File: config.mk
export PLATFORM = sky130hd
export DESIGN_NAME = period_match_timer8
export DESIGN_NICKNAME = d
export VERILOG_FILES = /design/src/rtl/period_match_timer8_pkg.sv /design/src/rtl/instr_clock_divider.sv /design/src/rtl/period_match_timer8.sv
export VERILOG_INCLUDE_DIRS = /design/src /design/src/rtl
export SDC_FILE = /design/constraint.sdc
export NUM_CORES = 1
export LEC_CHECK = 0
export ABC_CLOCK_PERIOD_IN_PS = 1800
export BUFFER_PORTS_ARGS = -buffer_cell sky130_fd_sc_hd__buf_2
export CAP_MARGIN = 20
export CORE_MARGIN = 1
export CORE_UTILIZATION = 45
export DETAILED_ROUTE_END_ITERATION = 8
export PLACE_DENSITY = 0.71
export SYNTH_ARGS = -nofsm -noshare
export SYNTH_HDL_FRONTEND = slang
export SYNTH_SLANG_ARGS = --single-unit
File: constraint.sdc
create_clock -name clk -period 1.8 [get_ports clk]
set_clock_uncertainty 0.1 [all_clocks]
set_input_delay 0.18 -clock clk [delete_from_list [all_inputs] [get_ports clk]]
set_output_delay 0.18 -clock clk [all_outputs]
set_load 0.005 [all_outputs]
File: src/rtl/period_match_timer8_defs.svh
`ifndef PERIOD_MATCH_TIMER8_DEFS_SVH
`define PERIOD_MATCH_TIMER8_DEFS_SVH

// register byte offsets on the bus
`define PMT_OFF_CTRL 8'h00
`define PMT_OFF_COUNT 8'h04
`define PMT_OFF_PERIOD 8'h08
`define PMT_OFF_STATUS 8'h0C
`define PMT_OFF_MASK 8'h10

// control register field positions
`define PMT_CTRL_PRE_LO 0
`define PMT_CTRL_PRE_HI 1
`define PMT_CTRL_RUN 2
`define PMT_CTRL_POST_LO 3
`define PMT_CTRL_POST_HI 6

// status and mask bit position
`define PMT_EVT_MATCH 0

// reset values
`define PMT_RST_COUNT 8'h00
`define PMT_RST_PERIOD 8'hFF
`define PMT_RST_PRE_SEL 2'h0
`define PMT_RST_POST_SEL 4'h0
`define PMT_RST_SCALE_CNT 4'h0
`define PMT_RST_WORD 32'h0000_0000

// prescale terminal counts for divide by 1, 4 and 16
`define PMT_PRE_LAST_DIV1 4'h0
`define PMT_PRE_LAST_DIV4 4'h3
`define PMT_PRE_LAST_DIV16 4'hF

// instruction clock is the core clock divided by four
`define PMT_INSTR_DIV 4

`endif

File: src/rtl/period_match_timer8_pkg.sv
package period_match_timer8_pkg;

  // bus slave phase, one-hot
  typedef enum logic [1:0] {
    PH_IDLE = 2'b01,
    PH_ACCESS = 2'b10
  } apb_phase_t;

  // complete state of the timer block
  typedef struct packed {
    apb_phase_t phase;
    logic pready;
    logic pslverr;
    logic [31:0] prdata;
    logic [1:0] pre_sel;
    logic run;
    logic [3:0] post_sel;
    logic [7:0] count;
    logic [7:0] period;
    logic [3:0] pre_cnt;
    logic [3:0] post_cnt;
    logic flag;
    logic mask;
    logic match_out;
    logic post_event;
    logic irq;
  } timer_state_t;

endpackage : period_match_timer8_pkg

File: src/rtl/instr_clock_divider.sv
`timescale 1ns/100ps
`include "period_match_timer8_defs.svh"

// one-cycle enable pulse every DIV core clocks
module instr_clock_divider #(
  parameter int DIV = `PMT_INSTR_DIV
) (
  input wire logic clk,
  input wire logic rst_n,
  output logic tick
);

  localparam int CW = (DIV > 1) ? $clog2(DIV) : 1;
  localparam logic [CW-1:0] LAST = CW'(DIV - 1);

  typedef struct packed {
    logic [CW-1:0] cnt;
    logic tick;
  } div_state_t;

  div_state_t st_r;
  div_state_t st_nxt;

  // a divide below two would leave no slower rate at all
  if (DIV < 2) begin : g_bad_div
    $error("instr_clock_divider: DIV must be at least 2");
  end

  // free running, so the tick phase never depends on software
  always_comb begin
    st_nxt = st_r;
    st_nxt.tick = (st_r.cnt == LAST);
    if (st_r.cnt == LAST) begin
      st_nxt.cnt = '0;
    end else begin
      st_nxt.cnt = st_r.cnt + CW'(1);
    end
  end

  always_ff @(posedge clk or negedge rst_n) begin
    if (!rst_n) begin
      st_r <= '0;
    end else begin
      st_r <= st_nxt;
    end
  end

  assign tick = st_r.tick;

endmodule : instr_clock_divider

File: src/rtl/period_match_timer8.sv
// Summary of operation
// - An 8-bit count advances by one from zero on each prescaled instruction tick.
// - A 4-bit prescale counter sits between the instruction tick and the count.
// - Prescale select 00 divides by one, 01 by four, and 1x by sixteen.
// - The count is compared with the period every cycle and equality gives a match.
// - A match returns the count to zero on the next tick and feeds the postscaler.
// - Postscale select n gives one event for every n plus one matches, 1:1 to 1:16.
// - Software reads and writes the count and the period directly.
// - Reset clears the count and sets the period to all ones.
// - Writes to count or control, and reset, clear both scale counters.
// - A control write leaves the count untouched.
// - The run bit starts the timer when one and stops it when zero.
// - Control bit 7 has no storage and reads zero.
// - A postscaler event latches the match flag; interrupt only when enabled.
// - The unscaled match is driven out as a time base for other units.
//
// Our own choices: the address map and the APB interface to the registers.
`timescale 1ns/100ps
`include "period_match_timer8_defs.svh"

module period_match_timer8 #(
  parameter int ADDR_W = 8,
  parameter int INSTR_DIV = `PMT_INSTR_DIV
) (
  input wire logic clk,
  input wire logic rstn,
  input wire logic psel,
  input wire logic penable,
  input wire logic pwrite,
  input wire logic [ADDR_W-1:0] paddr,
  input wire logic [31:0] pwdata,
  input wire logic [3:0] pstrb,
  output logic [31:0] prdata,
  output logic pready,
  output logic pslverr,
  output logic time_base,
  output logic post_event,
  output logic irq
);

  // the decoder looks at byte offsets up to 8'h10
  if (ADDR_W < 5 || ADDR_W > 8) begin : g_bad_addr
    $error("period_match_timer8: ADDR_W must lie between 5 and 8");
  end

  // reset release through two flops
  logic rst_meta_r;
  logic rst_n_r;

  period_match_timer8_pkg::timer_state_t st_r;
  period_match_timer8_pkg::timer_state_t st_nxt;

  logic instr_tick;

  // widened address, so the decoder always sees eight bits
  logic [7:0] addr8;

  // combinational helpers of the next-state process
  logic xfer;
  logic wr_ok;
  logic wr_ctrl;
  logic wr_count;
  logic wr_period;
  logic wr_status;
  logic wr_mask;
  logic pre_tick;
  logic hit;
  logic match;
  logic post_done;

  // terminal prescale count for a select value
  function automatic logic [3:0] pre_last(input logic [1:0] sel);
    logic [3:0] last;
    last = `PMT_PRE_LAST_DIV16;
    case (sel)
      2'h0: last = `PMT_PRE_LAST_DIV1;
      2'h1: last = `PMT_PRE_LAST_DIV4;
      default: last = `PMT_PRE_LAST_DIV16;
    endcase
    return last;
  endfunction : pre_last

  // true for an aligned, mapped register offset
  function automatic logic addr_hit(input logic [7:0] a);
    logic ok;
    ok = 1'b0;
    case (a)
      `PMT_OFF_CTRL: ok = 1'b1;
      `PMT_OFF_COUNT: ok = 1'b1;
      `PMT_OFF_PERIOD: ok = 1'b1;
      `PMT_OFF_STATUS: ok = 1'b1;
      `PMT_OFF_MASK: ok = 1'b1;
      default: ok = 1'b0;
    endcase
    return ok;
  endfunction : addr_hit

  // read data for an offset; unmapped offsets read zero
  function automatic logic [31:0] read_word(
    input logic [7:0] a,
    input period_match_timer8_pkg::timer_state_t s
  );
    logic [31:0] w;
    w = `PMT_RST_WORD;
    case (a)
      `PMT_OFF_CTRL: begin
        w[`PMT_CTRL_PRE_HI:`PMT_CTRL_PRE_LO] = s.pre_sel;
        w[`PMT_CTRL_RUN] = s.run;
        w[`PMT_CTRL_POST_HI:`PMT_CTRL_POST_LO] = s.post_sel;
      end
      `PMT_OFF_COUNT: w[7:0] = s.count;
      `PMT_OFF_PERIOD: w[7:0] = s.period;
      `PMT_OFF_STATUS: w[`PMT_EVT_MATCH] = s.flag;
      `PMT_OFF_MASK: w[`PMT_EVT_MATCH] = s.mask;
      default: w = `PMT_RST_WORD;
    endcase
    return w;
  endfunction : read_word

  // instruction clock enable, a quarter of the core rate
  instr_clock_divider #(
    .DIV(INSTR_DIV)
  ) u_instr_div (
    .clk(clk),
    .rst_n(rst_n_r),
    .tick(instr_tick)
  );

  // reset asserts at once and releases two edges later
  always_ff @(posedge clk or negedge rstn) begin
    if (!rstn) begin
      rst_meta_r <= 1'b0;
      rst_n_r <= 1'b0;
    end else begin
      rst_meta_r <= 1'b1;
      rst_n_r <= rst_meta_r;
    end
  end

  assign addr8 = 8'(paddr);

  // bus decode; a write lands only at the completing access edge
  always_comb begin
    xfer = psel && penable && st_r.pready &&
           (st_r.phase == period_match_timer8_pkg::PH_ACCESS);
    wr_ok = xfer && pwrite && pstrb[0] && addr_hit(addr8);
    wr_ctrl = wr_ok && (addr8 == `PMT_OFF_CTRL);
    wr_count = wr_ok && (addr8 == `PMT_OFF_COUNT);
    wr_period = wr_ok && (addr8 == `PMT_OFF_PERIOD);
    wr_status = wr_ok && (addr8 == `PMT_OFF_STATUS);
    wr_mask = wr_ok && (addr8 == `PMT_OFF_MASK);
  end

  // timer datapath terms, all but hit gated by run
  always_comb begin
    pre_tick = st_r.run && instr_tick &&
               (st_r.pre_cnt == pre_last(st_r.pre_sel));
    hit = (st_r.count == st_r.period);
    match = pre_tick && hit;
    post_done = match && (st_r.post_cnt == st_r.post_sel);
  end

  // next state of the whole block
  always_comb begin
    st_nxt = st_r;
    st_nxt.pready = 1'b0;
    st_nxt.post_event = 1'b0;

    // bus phase sequencing, ready in the first access cycle, no wait state
    case (st_r.phase)
      period_match_timer8_pkg::PH_IDLE: begin
        if (psel && !penable) begin
          st_nxt.phase = period_match_timer8_pkg::PH_ACCESS;
          st_nxt.pready = 1'b1;
          st_nxt.prdata = read_word(addr8, st_r);
          st_nxt.pslverr = !addr_hit(addr8);
        end
      end
      period_match_timer8_pkg::PH_ACCESS: begin
        if (xfer) begin
          st_nxt.phase = period_match_timer8_pkg::PH_IDLE;
        end else begin
          st_nxt.pready = st_r.pready;
        end
      end
      default: begin
        st_nxt.phase = period_match_timer8_pkg::PH_IDLE;
      end
    endcase

    // prescaler runs on instruction ticks while enabled
    if (st_r.run && instr_tick) begin
      if (pre_tick) begin
        st_nxt.pre_cnt = `PMT_RST_SCALE_CNT;
      end else begin
        st_nxt.pre_cnt = st_r.pre_cnt + 4'h1;
      end
    end

    // count steps on prescaled ticks, match wraps it to zero
    if (pre_tick) begin
      if (hit) begin
        st_nxt.count = `PMT_RST_COUNT;
      end else begin
        st_nxt.count = st_r.count + 8'h01;
      end
    end

    // postscaler counts matches only
    if (match) begin
      if (post_done) begin
        st_nxt.post_cnt = `PMT_RST_SCALE_CNT;
        st_nxt.post_event = 1'b1;
      end else begin
        st_nxt.post_cnt = st_r.post_cnt + 4'h1;
      end
    end

    // unscaled match as time base, one cycle wide
    st_nxt.match_out = match;

    // control write, bit 7 is simply not stored
    if (wr_ctrl) begin
      st_nxt.pre_sel = pwdata[`PMT_CTRL_PRE_HI:`PMT_CTRL_PRE_LO];
      st_nxt.run = pwdata[`PMT_CTRL_RUN];
      st_nxt.post_sel = pwdata[`PMT_CTRL_POST_HI:`PMT_CTRL_POST_LO];
      st_nxt.pre_cnt = `PMT_RST_SCALE_CNT;
      st_nxt.post_cnt = `PMT_RST_SCALE_CNT;
      st_nxt.count = st_nxt.count;
    end

    // software count write wins over a coincident tick
    if (wr_count) begin
      st_nxt.count = pwdata[7:0];
      st_nxt.pre_cnt = `PMT_RST_SCALE_CNT;
      st_nxt.post_cnt = `PMT_RST_SCALE_CNT;
    end

    // period is live at once, no shadow copy
    if (wr_period) begin
      st_nxt.period = pwdata[7:0];
    end

    if (wr_mask) begin
      st_nxt.mask = pwdata[`PMT_EVT_MATCH];
    end

    // write one to clear; a new event in the same cycle wins
    if (wr_status && pwdata[`PMT_EVT_MATCH]) begin
      st_nxt.flag = 1'b0;
    end
    if (post_done) begin
      st_nxt.flag = 1'b1;
    end

    // level interrupt, follows flag and mask in the same cycle
    st_nxt.irq = st_nxt.flag && st_nxt.mask;
  end

  // single state register, reset to documented values
  always_ff @(posedge clk or negedge rst_n_r) begin
    if (!rst_n_r) begin
      st_r.phase <= period_match_timer8_pkg::PH_IDLE;
      st_r.pready <= 1'b0;
      st_r.pslverr <= 1'b0;
      st_r.prdata <= `PMT_RST_WORD;
      st_r.pre_sel <= `PMT_RST_PRE_SEL;
      st_r.run <= 1'b0;
      st_r.post_sel <= `PMT_RST_POST_SEL;
      st_r.count <= `PMT_RST_COUNT;
      st_r.period <= `PMT_RST_PERIOD;
      st_r.pre_cnt <= `PMT_RST_SCALE_CNT;
      st_r.post_cnt <= `PMT_RST_SCALE_CNT;
      st_r.flag <= 1'b0;
      st_r.mask <= 1'b0;
      st_r.match_out <= 1'b0;
      st_r.post_event <= 1'b0;
      st_r.irq <= 1'b0;
    end else begin
      st_r <= st_nxt;
    end
  end

  // every output is a field of the state register
  assign prdata = st_r.prdata;
  assign pready = st_r.pready;
  assign pslverr = st_r.pslverr;
  assign time_base = st_r.match_out;
  assign post_event = st_r.post_event;
  assign irq = st_r.irq;

endmodule : period_match_timer8

==> impl_metrics.env, run 1 <==
export IMPL_clk_pin_slew_ns=0.10
export IMPL_final_cell_mix="buf_4, dfrtp_1, buf_2"
export IMPL_drc=0
export IMPL_maxCapViolations=0
export IMPL_cp_arrival_ns=2.45
export IMPL_hold_viol_final=0
export IMPL_status="complete, but fails checks"
export IMPL_routed_wl_um=6990
export IMPL_clockRootBuffer="clkbuf_8"
export IMPL_wl_per_cell_um=15.3
export IMPL_drtIter0Drc=163
export IMPL_portBuffers=34
export IMPL_dp_hpwl_um=4950
export IMPL_antenna_found_initial=0
export IMPL_cp_start_kind="flop"
export IMPL_final_common_cell="buf_4"
export IMPL_min_path_cells=2
export IMPL_grt_pass1_wl_um=11100
export IMPL_htree_levels=2
export IMPL_via_per_inst=5.26
export IMPL_die_h_um=83.0
export IMPL_pwr_share_seq_pct=52.1
export IMPL_place_area_mm2=0.00342
export IMPL_gp_congestion=0.919
export IMPL_layout_drive_gt1_share_pct=43.0
export IMPL_cp_depth=5
export IMPL_io_pins=86
export IMPL_postRouteAntennaNets=0
export IMPL_initial_core_util_pct=46.5
export IMPL_die_w_um=83.0
export IMPL_setup_viol=18
export IMPL_r2r_start="st_r[35]$_DFFE_PN0P_"
export IMPL_fin_crit_ns=2.31
export IMPL_swShare_pct=22.1
export IMPL_synth_distinct_cells=50
export IMPL_area_growth_pct=30.4
export IMPL_violations="setup timing"
export IMPL_required_ns=1.94
export IMPL_min_from="pwdata[7]"
export IMPL_final_cell_area_mm2=0.00385
export IMPL_p_sw_uw=519
export IMPL_num_vias=2398
export IMPL_insertion_delay_ns=0.31
export IMPL_place_inst=435
export IMPL_grt_max_degree=32
export IMPL_cp_end_kind="flop"
export IMPL_min_path_type="input port to flop"
export IMPL_instances_no_fill=456
export IMPL_path_cells="or4_4 -> a221oi_4 -> nand3_2 -> or4b_4 -> a21oi_2"
export IMPL_numCtsBuffers=5
export IMPL_fin_ws_ns=-0.515
export IMPL_avgSynthCellArea_um2=10.1
export IMPL_clockBufferDepth=2
export IMPL_nets=431
export IMPL_post_route_period_util_pct=129
export IMPL_cpMaxStageDelayCell="or4_4"
export IMPL_synth_seq_cells=53
export IMPL_coreArea_mm2=0.00635
export IMPL_cts_sinks=53
export IMPL_worst_path_buf_inv=0
export IMPL_synth_ff_type="dfrtp_1"
export IMPL_dieArea_mm2=0.00689
export IMPL_syn_inst=292
export IMPL_maxSlewViolCount=0
export IMPL_rsz0062_at_grt="yes"
export IMPL_max_freq_mhz=432
export IMPL_diodes=0
export IMPL_num_rows=29
export IMPL_combPwrFrac_pct=6.7
export IMPL_holdWs_ns=0.0317
export IMPL_internal_power_uw=1830
export IMPL_syn_area_mm2=0.00295
export IMPL_rr_worst_depth=5
export IMPL_cts_tree="done"
export IMPL_grt_overflow=0
export IMPL_power_density_mw_per_mm2=611
export IMPL_peakVddDrop_uv=399
export IMPL_yosysWarnings=0
export IMPL_synth_edf_count=0
export IMPL_crit_fanout=5
export IMPL_crit_type="flop to flop"
export IMPL_synth_async_reset_ratio_pct=100
export IMPL_clockPowerShare_pct=41.2
export IMPL_grt_pass1_vias=2311
export IMPL_critPathLaunch="st_r[35]$_DFFE_PN0P_"
export IMPL_power_leakage_uw=0.00188
export IMPL_grt_usage_pct=20.1
export IMPL_crit_family="simple AND/OR/NAND/NOR gates"
export IMPL_slowest_delay_ns=0.54
export IMPL_dr_pass1_iters=4
export IMPL_ys_seq_area_share_pct=45.3
export IMPL_fillCellCount=527
[routing by layer]
layer | global-route usage [%] | vias to the layer above | routed length, um
met5 | 0 | - | 0
met4 | 5.80 | 0 | 96
met3 | 3.08 | 11 | 248
met2 | 32.7 | 76 | 3530
met1 | 27.9 | 1157 | 3120
li1 | - | 1154 | -
[synth_stat cells (3+ instances only)]
| library cell | n | area share, % |
|---|---|---|
| xor2_1 | 8 | 2.4 |
| mux2i_1 | 9 | 3.0 |
| buf_4 | 32 | 8.1 |
| mux2_2 | 16 | 6.1 |
| inv_1 | 11 | 1.4 |
| nor2_1 | 18 | 2.3 |
| and2_1 | 3 | 0.64 |
| dfstp_2 | 9 | 8.0 |
| ha_1 | 4 | 1.7 |
| a22o_1 | 6 | 1.8 |
| xnor2_1 | 4 | 1.2 |
| nand3_1 | 7 | 1.2 |
| nand4_1 | 3 | 0.64 |
| a21oi_1 | 23 | 3.9 |
| dfrtp_1 | 44 | 37 |
| a41oi_1 | 3 | 0.89 |
| a21boi_0 | 3 | 0.76 |
| clkbuf_1 | 6 | 0.76 |
| o21ai_0 | 21 | 3.6 |
| a31oi_1 | 3 | 0.64 |
| nor3_1 | 3 | 0.51 |
| nand2_1 | 19 | 2.4 |
[power by group through the flow]
stage,registers [uW],logic (uW),clock network (uW)
2_1_floorplan,1260,101,0
3_3_place_gp,1250,151,0
3_5_place_dp,1250,154,0
4_1_cts,1230,157,991
5_1_grt,1230,179,1050
6_report,1230,158,970
[sequential cells by signal (all words and copies together), names as in the netlist]
register,flops
irq,1
post_event,1
prdata,8
pready,1
pslverr,1
rst_meta_r,1
rst_n_r,1
st_r,35
time_base,1
u_instr_div.st_r,2
u_instr_div.tick,1
[worst paths after layout]
kind | to | slack, ns
setup / recovery | st_r[8]$_DFFE_PN0P_ | -0.51
hold reg to reg | st_r[31]$_DFFE_PN0P_ | 0.14
max in group asynchronous | st_r[13]$_DFFE_PN1P_ | 0.86
min in group asynchronous | rst_n_r$_DFF_PN0_ | 0.06
hold / removal | st_r[20]$_DFFE_PN1P_ | 0.03
setup reg to reg | st_r[8]$_DFFE_PN0P_ | -0.51
[worst reg2reg max path: cells and delay by family (launching register included)]
| kind | cells | cell delay (ns) |
|---|---|---|
| simple gates | 3 | 1.24 |
| compound gates | 2 | 0.47 |
| flops | 1 | 0.42 |
[logic make-up after synthesis]
kind of cell | Yosys count | synth area share [%]
AO/OA/AOI/OAI | 68 | 14.5
adder cells (fa/ha/maj) | 4 | 1.69
buffers and inverters | 51 | 10.8
other | 2 | 0.254
XOR/XNOR | 12 | 3.56
AND/OR/NAND/NOR | 77 | 14.7
flip-flops | 53 | 45.3
multiplexers | 25 | 9.15
[final cells by class]
class                           instances  area, um^2  area share [%]
Clock buffer                            5        68.8            1.79
Timing Repair Buffer                   96         688            17.9
Multi-Input combinational cell        211        1550            40.2
Inverter                               11        41.3            1.07
Tap cell                               77        96.3            2.50
Clock inverter                          3        68.8            1.79
Sequential cell                        53        1340            34.8
[what timing repair did]
item,in CTS,in global routing
hold buffers,1,0
endpoints found under the hold margin,2,0
buffers inserted,4,9
gates resized for setup,12,32
endpoints found under the setup margin,18,30
pin swaps,12,14
[through the flow]
step	power [uW]	utilization, %	setup TNS [ns]	worst slack, ns
after detailed placement	1400	53.9	-4.43	-0.447
after CTS	2370	57.4	-4.24	-0.421
after global routing	2450	60.7	-7.33	-0.588
final	2350	60.7	-5.91	-0.515
after global placement	1400	53.9	-3.69	-0.376
after floorplan	1360	-	-2.59	-0.562
Power figures use the tool's default switching activity.
==> inputs of run 2 (changes only) <==
--- a/config.mk
+++ b/config.mk
@@ -13,6 +13,7 @@
 export CORE_UTILIZATION = 45
 export DETAILED_ROUTE_END_ITERATION = 8
 export PLACE_DENSITY = 0.71
+export RECOVER_POWER = 50
 export SYNTH_ARGS = -nofsm -noshare
 export SYNTH_HDL_FRONTEND = slang
 export SYNTH_SLANG_ARGS = --single-unit
==> impl_metrics.env, run 2 (synthesized netlist as in run 1, its figures left out) <==
export IMPL_grt_usage_pct=20.1
export IMPL_crit_end="st_r[8]$_DFFE_PN0P_"
export IMPL_pre_cts_slack_ns=-0.447
export IMPL_worst_pin_slew_ns=0.775
export IMPL_post_route_period_util_pct=129
export IMPL_violations="setup timing"
export IMPL_power_leakage_uw=0.00187
export IMPL_initial_core_util_pct=46.5
export IMPL_fin_crit_ns=2.31
export IMPL_die_w_um=83.0
export IMPL_portBuffers=34
export IMPL_cts_tree="done"
export IMPL_crit_type="flop to flop"
export IMPL_power_density_mw_per_mm2=613
export IMPL_slew_headroom_pct=48.3
export IMPL_maxCapViolations=0
export IMPL_num_vias=2405
export IMPL_grt_overflow=0
export IMPL_antenna_found_initial=0
export IMPL_maxSlewViolCount=0
export IMPL_dr_pass1_iters=4
export IMPL_status="complete, but fails checks"
export IMPL_cp_end_kind="flop"
export IMPL_layout_drive_gt1_share_pct=42.7
export IMPL_holdWs_ns=0.0317
export IMPL_nets=431
export IMPL_coreArea_mm2=0.00635
export IMPL_fin_ws_ns=-0.514
export IMPL_dieArea_mm2=0.00689
export IMPL_insertion_delay_ns=0.31
export IMPL_io_pins=86
export IMPL_drc=0
export IMPL_cp_arrival_ns=2.45
export IMPL_cts_sinks=53
export IMPL_peakVddDrop_uv=399
export IMPL_hold_viol_final=0
export IMPL_r2r_slack_ns=-0.51
export IMPL_wl_per_cell_um=15.4
export IMPL_crit_fanout=5
export IMPL_drtIter0Drc=163
export IMPL_rsz0062_at_grt="yes"
export IMPL_reg2reg_to="st_r[8]$_DFFE_PN0P_"
export IMPL_num_rows=29
export IMPL_die_h_um=83.0
export IMPL_clockBufferDepth=2
export IMPL_routed_wl_um=7010
export IMPL_grt_pass1_vias=2311
export IMPL_largest_register_ffs=35
export IMPL_final_util_pct=60.4
export IMPL_max_freq_mhz=432
export IMPL_htree_levels=2
export IMPL_gp_congestion=0.919
export IMPL_area_growth_pct=29.9
export IMPL_final_cell_mix="buf_4, dfrtp_1, buf_2"
export IMPL_clockRootBuffer="clkbuf_8"
export IMPL_diodes=0
export IMPL_clk_pin_slew_ns=0.10
export IMPL_r2r_start="st_r[35]$_DFFE_PN0P_"
export IMPL_top_regs="st_r (35), prdata (8), u_instr_div.st_r (2)"
export IMPL_setup_viol=18
export IMPL_regMostFlops="st_r"
export IMPL_grt_pass1_wl_um=11100
export IMPL_grt_max_degree=32
export IMPL_postRouteAntennaNets=0
export IMPL_numCtsBuffers=5
export IMPL_via_per_inst=5.27
export IMPL_critPathLaunch="st_r[35]$_DFFE_PN0P_"
export IMPL_required_ns=1.94
export IMPL_cp_start_kind="flop"
export IMPL_rr_worst_depth=5
export IMPL_final_common_cell="buf_4"
export IMPL_min_path_type="input port to flop"
export IMPL_dp_hpwl_um=4950
==> run 2: metrics by stage <==
step | total power [uW] | area [um^2] | TNS, ns | std cells
after floorplan | 1360 | 3050 | -2.59 | 315
after detailed placement | 1400 | 3420 | -4.43 | 435
after CTS | 2370 | 3640 | -4.24 | 448
after global routing | 2450 | 3840 | -7.33 | 456
final | 2350 | 3840 | -5.91 | 456
after global placement | 1400 | 3420 | -3.69 | 435
==> run 2: final cells by class <==
class                           count  area [um^2]
Multi-Input combinational cell    211         1550
Inverter                           11         41.3
Timing Repair Buffer               96          672
Tap cell                           77         96.3
Clock buffer                        5         68.8
Clock inverter                      3         68.8
Fill cell                         529         2510
Sequential cell                    53         1340
==> run 2: worst min-delay path by stage <==
stage / startpoint / to / slack [ns] / cells past startpoint
after floorplan: rstn / rst_meta_r$_DFF_PN0_ / -0.22 / 0
after global placement: rstn / rst_meta_r$_DFF_PN0_ / -0.13 / 1
after detailed placement: rstn / rst_meta_r$_DFF_PN0_ / -0.13 / 1
after CTS: pwdata[7] / st_r[20]$_DFFE_PN1P_ / 0.02 / 2
after global routing: pwdata[7] / st_r[20]$_DFFE_PN1P_ / 0.02 / 2
final: pwdata[7] / st_r[20]$_DFFE_PN1P_ / 0.03 / 2
==> run 2: report_power, final <==
group          internal, uW  leakage (uW)  total (uW)  switching (uW)
Sequential             1210      0.000606        1220            15.7
Combinational          61.1       0.00120         154            93.3
Clock                   560     0.0000687         971             411
==> run 2: critical path, cell delays in order, from the launching register on <==
cell	delay (ns)
dfrtp_1	0.42
or4_4	0.54
a221oi_4	0.33
nand3_2	0.18
or4b_4	0.52
a21oi_2	0.14
==> run 2: timing repair <==
| action | in CTS | in global routing |
|---|---|---|
| setup buffers | 4 | 9 |
| gates resized for setup | 12 | 32 |
| hold endpoints to repair | 2 | 0 |
| endpoints found under the setup margin | 18 | 30 |
| hold buffers | 1 | 0 |
| pin swaps | 12 | 14 |
==> run 2: per-layer routing <==
| layer | vias to the layer above | track usage [%] | part of all wire (%) |
|---|---|---|---|
| met5 | - | 0 | 0 |
| met4 | 0 | 5.80 | 1.4 |
| met3 | 11 | 3.08 | 3.6 |
| met2 | 78 | 32.7 | 50 |
| met1 | 1160 | 27.9 | 45 |
| li1 | 1156 | - | - |
==> inputs of run 3 (changes only) <==
--- a/config.mk
+++ b/config.mk
@@ -7,12 +7,12 @@
 export NUM_CORES = 1
 export LEC_CHECK = 0
 export ABC_CLOCK_PERIOD_IN_PS = 1800
-export BUFFER_PORTS_ARGS = -buffer_cell sky130_fd_sc_hd__buf_2
 export CAP_MARGIN = 20
 export CORE_MARGIN = 1
 export CORE_UTILIZATION = 45
 export DETAILED_ROUTE_END_ITERATION = 8
-export PLACE_DENSITY = 0.71
+export DONT_BUFFER_PORTS = 1
+export MAX_ROUTING_LAYER = met4
 export RECOVER_POWER = 50
 export SYNTH_ARGS = -nofsm -noshare
 export SYNTH_HDL_FRONTEND = slang
==> impl_metrics.env, run 3 (synthesized netlist as in run 1, its figures left out) <==
export IMPL_status="complete, but fails checks"
export IMPL_violations="setup timing"
export IMPL_worst_pin_slew_ns=1.24
export IMPL_cp_arrival_ns=2.36
export IMPL_area_growth_pct=26.0
export IMPL_top_regs="st_r (35), prdata (8), u_instr_div.st_r (2)"
export IMPL_dp_hpwl_um=4650
export IMPL_r2r_slack_ns=-0.47
export IMPL_rr_worst_depth=7
export IMPL_grt_max_degree=52
export IMPL_antenna_found_initial=0
export IMPL_insertion_delay_ns=0.30
export IMPL_fillCellCount=568
export IMPL_final_util_pct=58.6
export IMPL_setup_viol=18
export IMPL_required_ns=1.89
export IMPL_largest_register_ffs=35
export IMPL_power_leakage_uw=0.00174
export IMPL_final_common_cell="dfrtp_1"
export IMPL_clockRootBuffer="clkbuf_8"
export IMPL_die_h_um=83.0
export IMPL_max_freq_mhz=441
export IMPL_coreArea_mm2=0.00635
export IMPL_layout_drive_gt1_share_pct=33.9
export IMPL_diodes=0
export IMPL_grt_pass1_vias=2220
export IMPL_maxSlewViolCount=0
export IMPL_holdWs_ns=0.0288
export IMPL_min_from="paddr[3]"
export IMPL_min_path_cells=3
export IMPL_fin_crit_ns=2.27
export IMPL_wl_per_cell_um=16.5
export IMPL_final_cell_mix="dfrtp_1, buf_4, conb_1"
export IMPL_multi_input_comb_area_mm2=0.00158
export IMPL_io_pins=86
export IMPL_crit_type="flop to flop"
export IMPL_numCtsBuffers=5
export IMPL_num_vias=2281
export IMPL_dr_pass1_iters=4
export IMPL_postRouteAntennaNets=0
export IMPL_post_route_period_util_pct=126
export IMPL_holdPathEnd="prdata[7]$_DFFE_PN0P_"
export IMPL_combPwrFrac_pct=5.7
export IMPL_dieArea_mm2=0.00689
export IMPL_clockBufferDepth=2
export IMPL_crit_fanout=6
export IMPL_cp_start_kind="flop"
export IMPL_power_total_uw=2170
export IMPL_grt_usage_pct=20.9
export IMPL_rsz0062_at_grt="yes"
export IMPL_regMostFlops="st_r"
export IMPL_nets=397
export IMPL_grt_pass1_wl_um=11200
export IMPL_grt_overflow=0
export IMPL_drtIter0Drc=169
export IMPL_initial_core_util_pct=46.5
export IMPL_min_path_type="input port to flop"
export IMPL_num_rows=29
export IMPL_swShare_pct=21.2
export IMPL_slew_headroom_pct=17.4
export IMPL_gp_congestion=0.861
export IMPL_via_per_inst=5.41
export IMPL_drc=0
export IMPL_portBuffers=0
export IMPL_finalSetupTns_ns=-5.07
export IMPL_cp_end_kind="flop"
export IMPL_r2r_start="st_r[34]$_DFFE_PN0P_"
export IMPL_clockPowerShare_pct=38.1
export IMPL_pwr_share_seq_pct=56.1
export IMPL_peakVddDrop_uv=455
export IMPL_hold_viol_final=0
export IMPL_cts_tree="done"
export IMPL_die_w_um=83.0
export IMPL_power_density_mw_per_mm2=583
export IMPL_cts_sinks=53
export IMPL_htree_levels=2
export IMPL_maxCapViolations=0
export IMPL_internal_power_uw=1710
export IMPL_clk_pin_slew_ns=0.09
export IMPL_fin_ws_ns=-0.470
export IMPL_p_sw_uw=460
export IMPL_seqCellArea_mm2=0.00134
export IMPL_routed_wl_um=6940
export IMPL_reg2reg_to="st_r[8]$_DFFE_PN0P_"
[run 3: cell count changes in the layout (fill, tap and decap cells not counted), sizes merged]
cell,delta
buf,-44
dlygate4sd3,+10
bufinv,-1
inv,-1
clkbuf,+2
[run 3: stage by stage]
step	cell area, um^2	setup WS (ns)	std cells
2_1_floorplan	3050	-0.562	315
3_3_place_gp	3220	-0.353	396
3_5_place_dp	3220	-0.389	396
4_1_cts	3520	-0.418	417
5_1_grt	3720	-0.544	422
6_report	3720	-0.470	422
[run 3: repair_timing]
action,in CTS,in global routing
hold buffers,11,0
buffers inserted,2,4
cloned,0,1
pin swaps,11,9
gates resized for setup,13,35
endpoints found under the setup margin,18,33
endpoints found under the hold margin,27,0
[run 3: worst max-delay path: stages (launching register included)]
cell and delay [ns]:
dfrtp_1 0.40, or4_4 0.56, a221oi_4 0.32, nand3_2 0.16
buf_4 0.17, buf_6 0.11, o21ai_0 0.24, a21oi_2 0.09
[run 3: worst max path at each step]
stage | to | from | cells past startpoint | slack (ns)
2_1_floorplan | st_r[7]$_DFFE_PN0P_ | st_r[35]$_DFFE_PN0P_ | 6 | -0.56
3_3_place_gp | st_r[8]$_DFFE_PN0P_ | st_r[34]$_DFFE_PN0P_ | 5 | -0.35
3_5_place_dp | st_r[7]$_DFFE_PN0P_ | st_r[34]$_DFFE_PN0P_ | 5 | -0.39
4_1_cts | st_r[7]$_DFFE_PN0P_ | st_r[34]$_DFFE_PN0P_ | 5 | -0.42
5_1_grt | st_r[8]$_DFFE_PN0P_ | st_r[34]$_DFFE_PN0P_ | 5 | -0.54
6_report | st_r[8]$_DFFE_PN0P_ | st_r[34]$_DFFE_PN0P_ | 7 | -0.47
[run 3: per-layer routing]
metal / share of wire [%] / vias up / GRT usage (%)
met5: 0 / - / -
met4: 0.55 / 0 / 4.23
met3: 5.4 / 7 / 4.17
met2: 49 / 59 / 33.2
met1: 45 / 1124 / 28.1
li1: - / 1091 / -
[run 3: layout make-up]
type,count,share of cell area [%]
clock buffer,7,2.32
clock inverter,1,0.806
tap,77,2.59
inverter,11,1.11
timing repair buffer,62,14.8
sequential,53,36.0
multi-input combinational,211,42.4
[run 3: power by group through the flow]
stage	Sequential, uW	Combinational (uW)	Clock, uW
floorplan	1260	101	0
global placement	1240	101	0
detailed placement	1240	102	0
CTS	1220	128	846
global route	1220	143	889
finish	1220	124	828
